==> config.mk <==
export PLATFORM = sky130hd
export DESIGN_NAME = low_power_mode_clock_gating
export DESIGN_NICKNAME = d
export VERILOG_FILES = /design/src/rtl/lpm_pkg.sv /design/src/rtl/low_power_mode_clock_gating.sv
export VERILOG_INCLUDE_DIRS = /design/src /design/src/rtl
export SDC_FILE = /design/constraint.sdc
export NUM_CORES = 1
export LEC_CHECK = 0
export BUFFER_PORTS_ARGS = -buffer_cell sky130_fd_sc_hd__buf_2
export CORE_ASPECT_RATIO = 1.1
export CORE_MARGIN = 10
export CORE_UTILIZATION = 51
export CTS_BUF_LIST = sky130_fd_sc_hd__clkbuf_8
export CTS_CLUSTER_DIAMETER = 100
export CTS_CLUSTER_SIZE = 8
export DETAILED_ROUTE_END_ITERATION = 10
export GPL_TIMING_DRIVEN = 0
export PLACE_DENSITY = 0.85
export SYNTH_ARGS = -nofsm -noshare
export SYNTH_HDL_FRONTEND = slang
export SYNTH_SLANG_ARGS = --single-unit
export TNS_END_PERCENT = 50
==> constraint.sdc <==
create_clock -name clk -period 1.85 [get_ports clk]
set_input_delay 0.185 -clock clk [delete_from_list [all_inputs] [get_ports clk]]
set_output_delay 0.185 -clock clk [all_outputs]
set_load 0.01 [all_outputs]
==> src/rtl/lpm_defines.svh <==
`ifndef LPM_DEFINES_SVH
`define LPM_DEFINES_SVH

// Width of the sleep-level request code driven by the CPU control bits.
`define SLP_CODE_W 3

// Request codes for the six operating modes.
`define SLP_CODE_RUN   3'h0
`define SLP_CODE_ZERO  3'h1
`define SLP_CODE_ONE   3'h2
`define SLP_CODE_TWO   3'h3
`define SLP_CODE_THREE 3'h4
`define SLP_CODE_FOUR  3'h5

// The crystal driver stays on the pad after reset, as the select bit resets set.
`define CRYSTAL_OUTPUT_PAD_DRV_RST 1'h1

// Test-mode pin decode state after reset: pins are plain port pins.
`define JTAG_SEL_RST 1'h0

`endif

==> src/rtl/lpm_pkg.sv <==
package lpm_pkg;

    typedef enum logic [2:0] {
        full_run_mode,
        sleep_level_zero,
        sleep_level_one,
        sleep_level_two,
        sleep_level_three,
        sleep_level_four
    } op_mode_e;

    typedef enum logic [1:0] {
        ST_RUN,
        ST_SLEEP,
        ST_SERVICE
    } ctl_state_e;

    // One enable per gated clock or analog source.
    typedef struct packed {
        logic cpuRun;
        logic mainClk;
        logic subMainClk;
        logic auxClk;
        logic dcoGen;
        logic xtalOsc;
    } clk_gate_s;

endpackage

==> src/rtl/low_power_mode_clock_gating.sv <==
// Functional notes
// - Six modes: full run plus five software-selected sleep levels.
// - Full run mode keeps CPU, main, sub-main and auxiliary clocks running.
// - Level zero halts CPU and main clock; auxiliary and sub-main keep running.
// - Level one is level zero plus dc generator off when oscillator unused.
// - Level two halts CPU, main and sub-main; dc generator and auxiliary stay.
// - Level three leaves only the auxiliary clock; dc generator is off.
// - Level four stops every clock, the dc generator and the crystal.
// - An interrupt wakes any sleep level; handler return enters the saved level, which the handler may rewrite.
// - Crystal driver stays on its pad after reset until select bit 7 clears.
// - Test pin selects port-one JTAG functions and senses the protection fuse.
`include "lpm_defines.svh"

module low_power_mode_clock_gating (
    // Clock and reset
    input  wire logic                  clk,
    input  wire logic                  sys_rst,
    // Mode request from the CPU control bits
    input  wire logic [`SLP_CODE_W-1:0] sleepCode,
    input  wire logic                  sleepReq,
    input  wire logic                  dcoUsedInRun,
    // Interrupt handshake with the CPU core
    input  wire logic                  irqPending,
    input  wire logic                  handlerReturn,
    output logic                       wakeAck,
    // Clock and source enables
    output lpm_pkg::clk_gate_s         gateEn,
    output lpm_pkg::op_mode_e          activeMode,
    output lpm_pkg::op_mode_e          savedMode,
    // Pin control
    input  wire logic                  port2_function_select_bit7,
    input  wire logic                  testPin,
    output logic                       crystalOutDrvEn,
    output logic                       jtagPinSel,
    output logic                       fuseSenseEn
);
    import lpm_pkg::*;

    // Decodes a request code into a mode; unknown codes mean full run.
    function automatic op_mode_e codeToMode(input logic [`SLP_CODE_W-1:0] code);
        op_mode_e m;
        m = full_run_mode;
        case (code)
            `SLP_CODE_ZERO:  m = sleep_level_zero;
            `SLP_CODE_ONE:   m = sleep_level_one;
            `SLP_CODE_TWO:   m = sleep_level_two;
            `SLP_CODE_THREE: m = sleep_level_three;
            `SLP_CODE_FOUR:  m = sleep_level_four;
            default:         m = full_run_mode;
        endcase
        return m;
    endfunction

    // Enables that each mode asks for.
    function automatic clk_gate_s gatesFor(input op_mode_e m, input logic dcoUsed);
        clk_gate_s g;
        g = '{default: 1'b1};
        case (m)
            full_run_mode: begin
                g = '{default: 1'b1};
            end
            sleep_level_zero: begin
                g.cpuRun  = 1'b0;
                g.mainClk = 1'b0;
            end
            sleep_level_one: begin
                g.cpuRun  = 1'b0;
                g.mainClk = 1'b0;
                g.dcoGen  = dcoUsed;
            end
            sleep_level_two: begin
                g.cpuRun     = 1'b0;
                g.mainClk    = 1'b0;
                g.subMainClk = 1'b0;
            end
            sleep_level_three: begin
                g.cpuRun     = 1'b0;
                g.mainClk    = 1'b0;
                g.subMainClk = 1'b0;
                g.dcoGen     = 1'b0;
            end
            sleep_level_four: begin
                g = '{default: 1'b0};
            end
            default: begin
                g = '{default: 1'b1};
            end
        endcase
        return g;
    endfunction

    ctl_state_e state_ff;
    ctl_state_e nxt_state;
    op_mode_e   mode_ff;
    op_mode_e   nxt_mode;
    op_mode_e   saved_ff;
    op_mode_e   nxt_saved;
    clk_gate_s  gate_ff;
    clk_gate_s  nxt_gate;
    logic       wake_ff;
    logic       nxt_wake;
    op_mode_e   reqMode;

    assign reqMode = codeToMode(sleepCode);

    // A request and a pending interrupt in the same cycle still enter the
    // sleep level first; the level-sensitive interrupt wakes it on the next
    // edge, so the handler sees the same saved level either way.
    always_comb begin
        nxt_state = state_ff;
        nxt_mode  = mode_ff;
        nxt_saved = saved_ff;
        nxt_wake  = 1'b0;
        case (state_ff)
            ST_RUN: begin
                if (sleepReq && reqMode != full_run_mode) begin
                    nxt_state = ST_SLEEP;
                    nxt_mode  = reqMode;
                    nxt_saved = reqMode;
                end
            end
            ST_SLEEP: begin
                if (irqPending) begin
                    nxt_state = ST_SERVICE;
                    nxt_mode  = full_run_mode;
                    nxt_wake  = 1'b1;
                end
            end
            ST_SERVICE: begin
                if (handlerReturn) begin
                    if (saved_ff == full_run_mode) begin
                        nxt_state = ST_RUN;
                    end else begin
                        nxt_state = ST_SLEEP;
                    end
                    nxt_mode = saved_ff;
                end else if (sleepReq) begin
                    // The handler may rewrite the level it returns to.
                    nxt_saved = reqMode;
                end
            end
            default: begin
                nxt_state = ST_RUN;
                nxt_mode  = full_run_mode;
            end
        endcase
        // Enables come from flops only, so the external gating cells see
        // edges aligned to clk and never a decode glitch.
        nxt_gate = gatesFor(nxt_mode, dcoUsedInRun);
    end

    always_ff @(posedge clk or posedge sys_rst) begin
        if (sys_rst) begin
            state_ff <= ST_RUN;
            mode_ff  <= full_run_mode;
            saved_ff <= full_run_mode;
            gate_ff  <= '{default: 1'b1};
            wake_ff  <= 1'b0;
        end else begin
            state_ff <= nxt_state;
            mode_ff  <= nxt_mode;
            saved_ff <= nxt_saved;
            gate_ff  <= nxt_gate;
            wake_ff  <= nxt_wake;
        end
    end

    assign gateEn     = gate_ff;
    assign activeMode = mode_ff;
    assign savedMode  = saved_ff;
    assign wakeAck    = wake_ff;

    // Pin control group.
    logic xoutDrv_ff;
    logic nxt_xoutDrv;
    logic jtag_ff;
    logic nxt_jtag;

    // The driver follows the select bit; it cannot leave the pad until
    // software clears the bit, which costs current if the pad is an input.
    always_comb begin
        nxt_xoutDrv = port2_function_select_bit7;
        nxt_jtag    = testPin;
    end

    always_ff @(posedge clk or posedge sys_rst) begin
        if (sys_rst) begin
            xoutDrv_ff <= `CRYSTAL_OUTPUT_PAD_DRV_RST;
            jtag_ff    <= `JTAG_SEL_RST;
        end else begin
            xoutDrv_ff <= nxt_xoutDrv;
            jtag_ff    <= nxt_jtag;
        end
    end

    assign crystalOutDrvEn = xoutDrv_ff;
    assign jtagPinSel      = jtag_ff;
    assign fuseSenseEn     = jtag_ff;
endmodule // low_power_mode_clock_gating

==> results of run 1 <==
==> layout by cell type, fill, tap and decap left out, types with 2 or more instances in the layout <==
cell type and count:
buf_2 26, dfrtp_1 10, nor2_1 7, inv_1 6, a21oi_1 5, nor2b_1 5, dfstp_2 5, buf_4 4
mux2_1 4, clkbuf_8 3, nand2_1 2, o21a_1 2, and4b_1 2, a31oi_1 2, nor3b_1 2, ha_1 2
==> synthesized netlist by cell type (all sizes together) <==
master / instances / area share (%)
a211oi: 1 / 0.89
a21oi: 5 / 3.0
a221o: 1 / 1.2
a2bb2oi: 1 / 3.1
a31oi: 2 / 1.5
and2: 1 / 0.75
and3b: 1 / 1.0
and4b: 2 / 2.4
buf: 5 / 4.9
dfrtp: 10 / 30
dfstp: 5 / 16
ha: 2 / 3.0
inv: 5 / 2.2
mux2: 4 / 5.4
mux2i: 2 / 2.8
nand2: 2 / 0.89
nand2b: 1 / 0.75
nor2: 7 / 3.1
nor2b: 5 / 3.7
nor3b: 3 / 4.0
o21a: 2 / 1.8
o21ai: 1 / 0.60
o311a: 1 / 1.2
o311ai: 1 / 1.0
o31a: 1 / 1.0
o31ai: 1 / 1.5
o41ai: 1 / 1.9
or2: 1 / 0.75
==> state kept, by name, summed over array words and instances (netlist names) <==
| register | flops |
|---|---|
| state_ff | 2 |
| savedMode | 3 |
| crystalOutDrvEn | 1 |
| wakeAck | 1 |
| fuseSenseEn | 1 |
| gateEn | 4 |
| activeMode | 3 |
==> cell families after synthesis <==
logic type / synth area share (%)
AO/OA/AOI/OAI: 18.8
adder cells (fa/ha/maj): 2.98
buffers and inverters: 7.15
flip-flops: 45.5
multiplexers: 8.20
AND/OR/NAND/NOR: 17.4
==> metrics by stage <==
step	worst slack [ns]	cells	total power, mW	hold WS, ns	utilization, %
6_report	0.176	121	1.61	-0.0195	66.5
5_1_grt	0.101	121	1.71	0.0244	66.5
4_1_cts	0.196	121	1.61	0.00452	66.5
3_5_place_dp	0.0165	117	1.35	0.264	63.6
3_3_place_gp	0.0751	117	1.32	0.249	63.6
2_1_floorplan	0.350	74	1.10	0.0829	-
==> area by class of cell <==
cell class              instances  area (µm²)  share of cell area (%)
clock inverters                 1        3.75                   0.362
plain buffers                   5        41.3                    3.99
repair buffers                 26         130                    12.6
flip-flops and latches         15         382                    36.8
well taps                      17        21.3                    2.05
multi-input cells              49         398                    38.4
inverters                       5        18.8                    1.81
clock buffers                   3        41.3                    3.99
==> report_power, final <==
part	internal, mW	switching (mW)
registers	0.480	0.102
clock network	0.147	0.109
logic	0.370	0.399
total	0.997	0.611
==> metal layers <==
metal  GRT usage (%)  up-vias
li1                -      320
met4            4.31        0
met1            13.3      339
met5               0        -
met3            5.28        2
met2            18.8       39
==> critical path, cell delays in order (launching register included) <==
cell	delay (ns)
dfrtp_1	0.39
buf_6	0.15
nor3b_4	0.25
o31ai_2	0.13
mux2i_2	0.32
mux2_1	0.36
==> path summary, 6_finish.rpt <==
path / startpoint / to / slack (ns) / cells past startpoint
max in group asynchronous: sys_rst / gateEn[5] / 1.50 / 2
min in group clk: port2_function_select_bit7 / crystalOutDrvEn / 0.04 / 1
min: sys_rst / wakeAck / -0.02 / 2
max reg2reg: state_ff[0] / gateEn[5] / 0.18 / 5
min reg2reg: savedMode[0] / savedMode[0] / 0.55 / 1
max: state_ff[0] / gateEn[5] / 0.18 / 5
==> out/metrics.csv, run 1 <==
metric;value;unit
syn2layout_area_growth;23.4;%
port_buffers;26;
rsz0062_at_grt;false;
grt_overflow;0;
die-width;58.7;µm
cap_violations;0;
top_layer;met4;
grt_usage;11.8;%
dr.first_iter.drc_count;37;
grt_pass1_vias;727;
drt-total-wl;2080;µm
pin_count;27;
hold_buffers;0;
timing.hold.ws;-0.0195;ns
n_antenna_cell;0;
syn_area;840;µm²
ys_ff_latch;15;
ys_seq_area_share;45.5;%
wl_per_cell;17.2;µm
post_cts_buffers;0;
syn_nets;87;
cts.sinks;15;
violations;negative hold slack;
max_freq;0.597;GHz
status;complete, but fails checks;
hold_viol_final;10;
end_kind;register;
fill_cells;123;
clockRootBuffer;clkbuf_8;
die_y;62.6;µm
dr_wl_met3;200;µm
gp_congestion;0.775;
fin_crit_sh;90.5;%
p_per_area;1550;nW/µm²
cp.required;2.02;ns
arrival;1.84;ns
worst_slew_pin_slew;0.558;ns
finalSetupTns;0;ns
cts_resized;0;
worst-path-max-fanout;10;
cts_tree;done;
synthCells;74;
routed_via_density;5.79;
vias;700;
die-area;3670;µm²
slew-limit-headroom;62.7;%
avgSynthCellArea;11.3;µm²
drc;0;
core_region_area;1560;µm²
hold_class;input port to asynchronous set/reset pin;
yosys_warnings;0;
crit_type;register to register;
synth.distinct_cells;31;
finalSetupViolCount;0;
dp_hpwl;1560;µm
cts_buffers;3;
antenna_found_initial;0;
grt_max_degree;16;
wl_met1;784;µm
clkTransAtPathRegs;0.06;ns
leakagePower;0.513;nW
wl_met2;1080;µm
rows;15;
fin_crit;1.67;ns
dpl_cell_area;991;µm²
start_kind;register;
final_area;1040;µm²
insertion_delay;0.25;ns
cts_buffer_depth;2;
skew;0.00379;ns
slew_viol_final;0;
start_util;53.9;%
irDropWorstVdd;0.848;mV
htree_levels;1;
drive_gt1_share;43.3;%
antenna_left;0;
grt_first_pass_wirelength;3490;µm
fin_nets;118;
drt_first_pass_iters;5;
No activity file was read; power rests on OpenSTA's default activity.
==> inputs of run 2 (changes only) <==
--- a/config.mk
+++ b/config.mk
@@ -7,12 +7,13 @@
 export NUM_CORES = 1
 export LEC_CHECK = 0
 export BUFFER_PORTS_ARGS = -buffer_cell sky130_fd_sc_hd__buf_2
+export CELL_PAD_IN_SITES_DETAIL_PLACEMENT = 2
+export CELL_PAD_IN_SITES_GLOBAL_PLACEMENT = 2
 export CORE_ASPECT_RATIO = 1.1
 export CORE_MARGIN = 10
-export CORE_UTILIZATION = 51
+export CORE_UTILIZATION = 32
 export CTS_BUF_LIST = sky130_fd_sc_hd__clkbuf_8
 export CTS_CLUSTER_DIAMETER = 100
-export CTS_CLUSTER_SIZE = 8
 export DETAILED_ROUTE_END_ITERATION = 10
 export GPL_TIMING_DRIVEN = 0
 export PLACE_DENSITY = 0.85
==> run 2 against run 1 <==
The run still ends with negative hold slack left. Combinational power rose by 2%. Total power rose by 1.1%. Worst setup slack got worse by 0.0021 ns.
==> out/metrics.csv, run 2 (synthesis results as in run 1) <==
metric;value;unit
status;complete, but fails checks;
violations;negative hold slack;
vias;680;
port_buffers;26;
drt_first_pass_iters;4;
n_antenna_cell;0;
antenna_found_initial;0;
wl_per_cell;17.1;µm
slew-limit-headroom;61.2;%
finalSetupViolCount;0;
end_kind;register;
r2r_end;gateEn[5];
rows;19;
routed_via_density;5.04;
drive_gt1_share;44.2;%
reg2reg_from;state_ff[1];
post_cts_buffers;0;
crit_type;register to register;
critPathMaxStageDelay;0.45;ns
clkTransAtPathRegs;0.06;ns
cts.sinks;15;
rsz0062_at_grt;false;
grt_max_degree;16;
htree_levels;1;
die-area;5070;µm²
insertion_delay;0.25;ns
final_common_cell;buf_2;
gp_congestion;0.757;
power;1.63;mW
fill_cells;288;
pin_count;27;
drc;0;
leakagePower;0.512;nW
irDropWorstVdd;0.751;mV
arrival;1.85;ns
start_kind;register;
fin_crit_sh;90.6;%
p_per_area;1540;nW/µm²
worst_r2r_path_depth;5;
fin_crit;1.68;ns
antenna_left;0;
final_util;42.3;%
hold_class;input port to asynchronous set/reset pin;
fin_nets;118;
path_cells;buf_4, nor3b_1, a211oi_1, mux2i_2, mux2_1;
r2r_setup_slack;0.17;ns
die-width;68.8;µm
cts_buffer_depth;2;
hold_viol_final;10;
die_y;73.7;µm
grt_first_pass_wirelength;3880;µm
core_region_area;2500;µm²
crit_slowest_cell;dfrtp_1;
clockRootBuffer;clkbuf_8;
layout_common_cells;26 x buf_2, 10 x dfrtp_1, 7 x nor2_1;
cts_resized;0;
drt-total-wl;2310;µm
hold_buffers;0;
timing.hold.ws;-0.0110;ns
slew_viol_final;0;
skew;0.00132;ns
start_util;33.6;%
max_freq;0.597;GHz
dr.first_iter.drc_count;13;
cap_violations;0;
syn2layout_area_growth;25.6;%
finalSetupTns;0;ns
worst_slew_pin_slew;0.582;ns
largest_register_ff_count;4;
grt_usage;10.2;%
grt_pass1_vias;748;
cts_buffers;3;
dp_hpwl;1880;µm
cts_tree;done;
grt_overflow;0;
worst-path-max-fanout;10;
cp.required;2.03;ns
==> run 2: cell types whose count changed in the layout (fill, tap and decap cells not counted), sizes merged <==
cell    before  now
clkinv       0    1
inv          6    5
==> run 2: through the flow <==
stage / area (µm²) / instances / setup slack [ns]
global placement: 1010 / 131 / 0.0670
global route: 1050 / 135 / 0.0383
floorplan: 840 / 74 / 0.350
finish: 1050 / 135 / 0.174
CTS: 1050 / 135 / 0.167
detailed placement: 1010 / 131 / 0.00150
==> run 2: how the worst max path moves through the flow <==
stage / startpoint / endpoint / cells after the start
global route: state_ff[1] / gateEn[5] / 5
CTS: state_ff[1] / gateEn[5] / 5
global placement: sleepCode[1] / gateEn[5] / 6
finish: state_ff[1] / gateEn[5] / 5
detailed placement: sleepCode[1] / gateEn[5] / 6
floorplan: sleepCode[1] / gateEn[5] / 5
==> run 2: layout make-up <==
type	count	area, µm²	area share [%]
Tap cell	31	38.8	3.68
Multi-Input combinational cell	49	398	37.7
Timing Repair Buffer	26	130	12.3
Sequential cell	15	382	36.2
Inverter	5	18.8	1.78
Buffer	5	41.3	3.91
Clock inverter	1	5.00	0.474
Clock buffer	3	41.3	3.91
==> run 2: worst max-delay path, delay by kind of cell, from the launching register on <==
family	cells	cell delay, ns
compound gates	1	0.08
buf+inv	1	0.21
flops	1	0.45
simple gates	1	0.20
mux	2	0.66
==> run 2: layer usage <==
| layer | part of all wire [%] | vias to the layer above | global-route usage [%] |
|---|---|---|---|
| met3 | 6.5 | 5 | 3.65 |
| met1 | 42 | 337 | 12.7 |
| met2 | 50 | 18 | 15.5 |
| li1 | - | 320 | - |
| met4 | 1.7 | 0 | 3.95 |
| met5 | 0 | - | 0 |
==> run 2: report_power, final <==
part | leakage, nW | internal [mW] | switching [mW]
logic | 0.306 | 0.370 | 0.413
registers | 0.181 | 0.479 | 0.0984
clock network | 0.0255 | 0.149 | 0.115
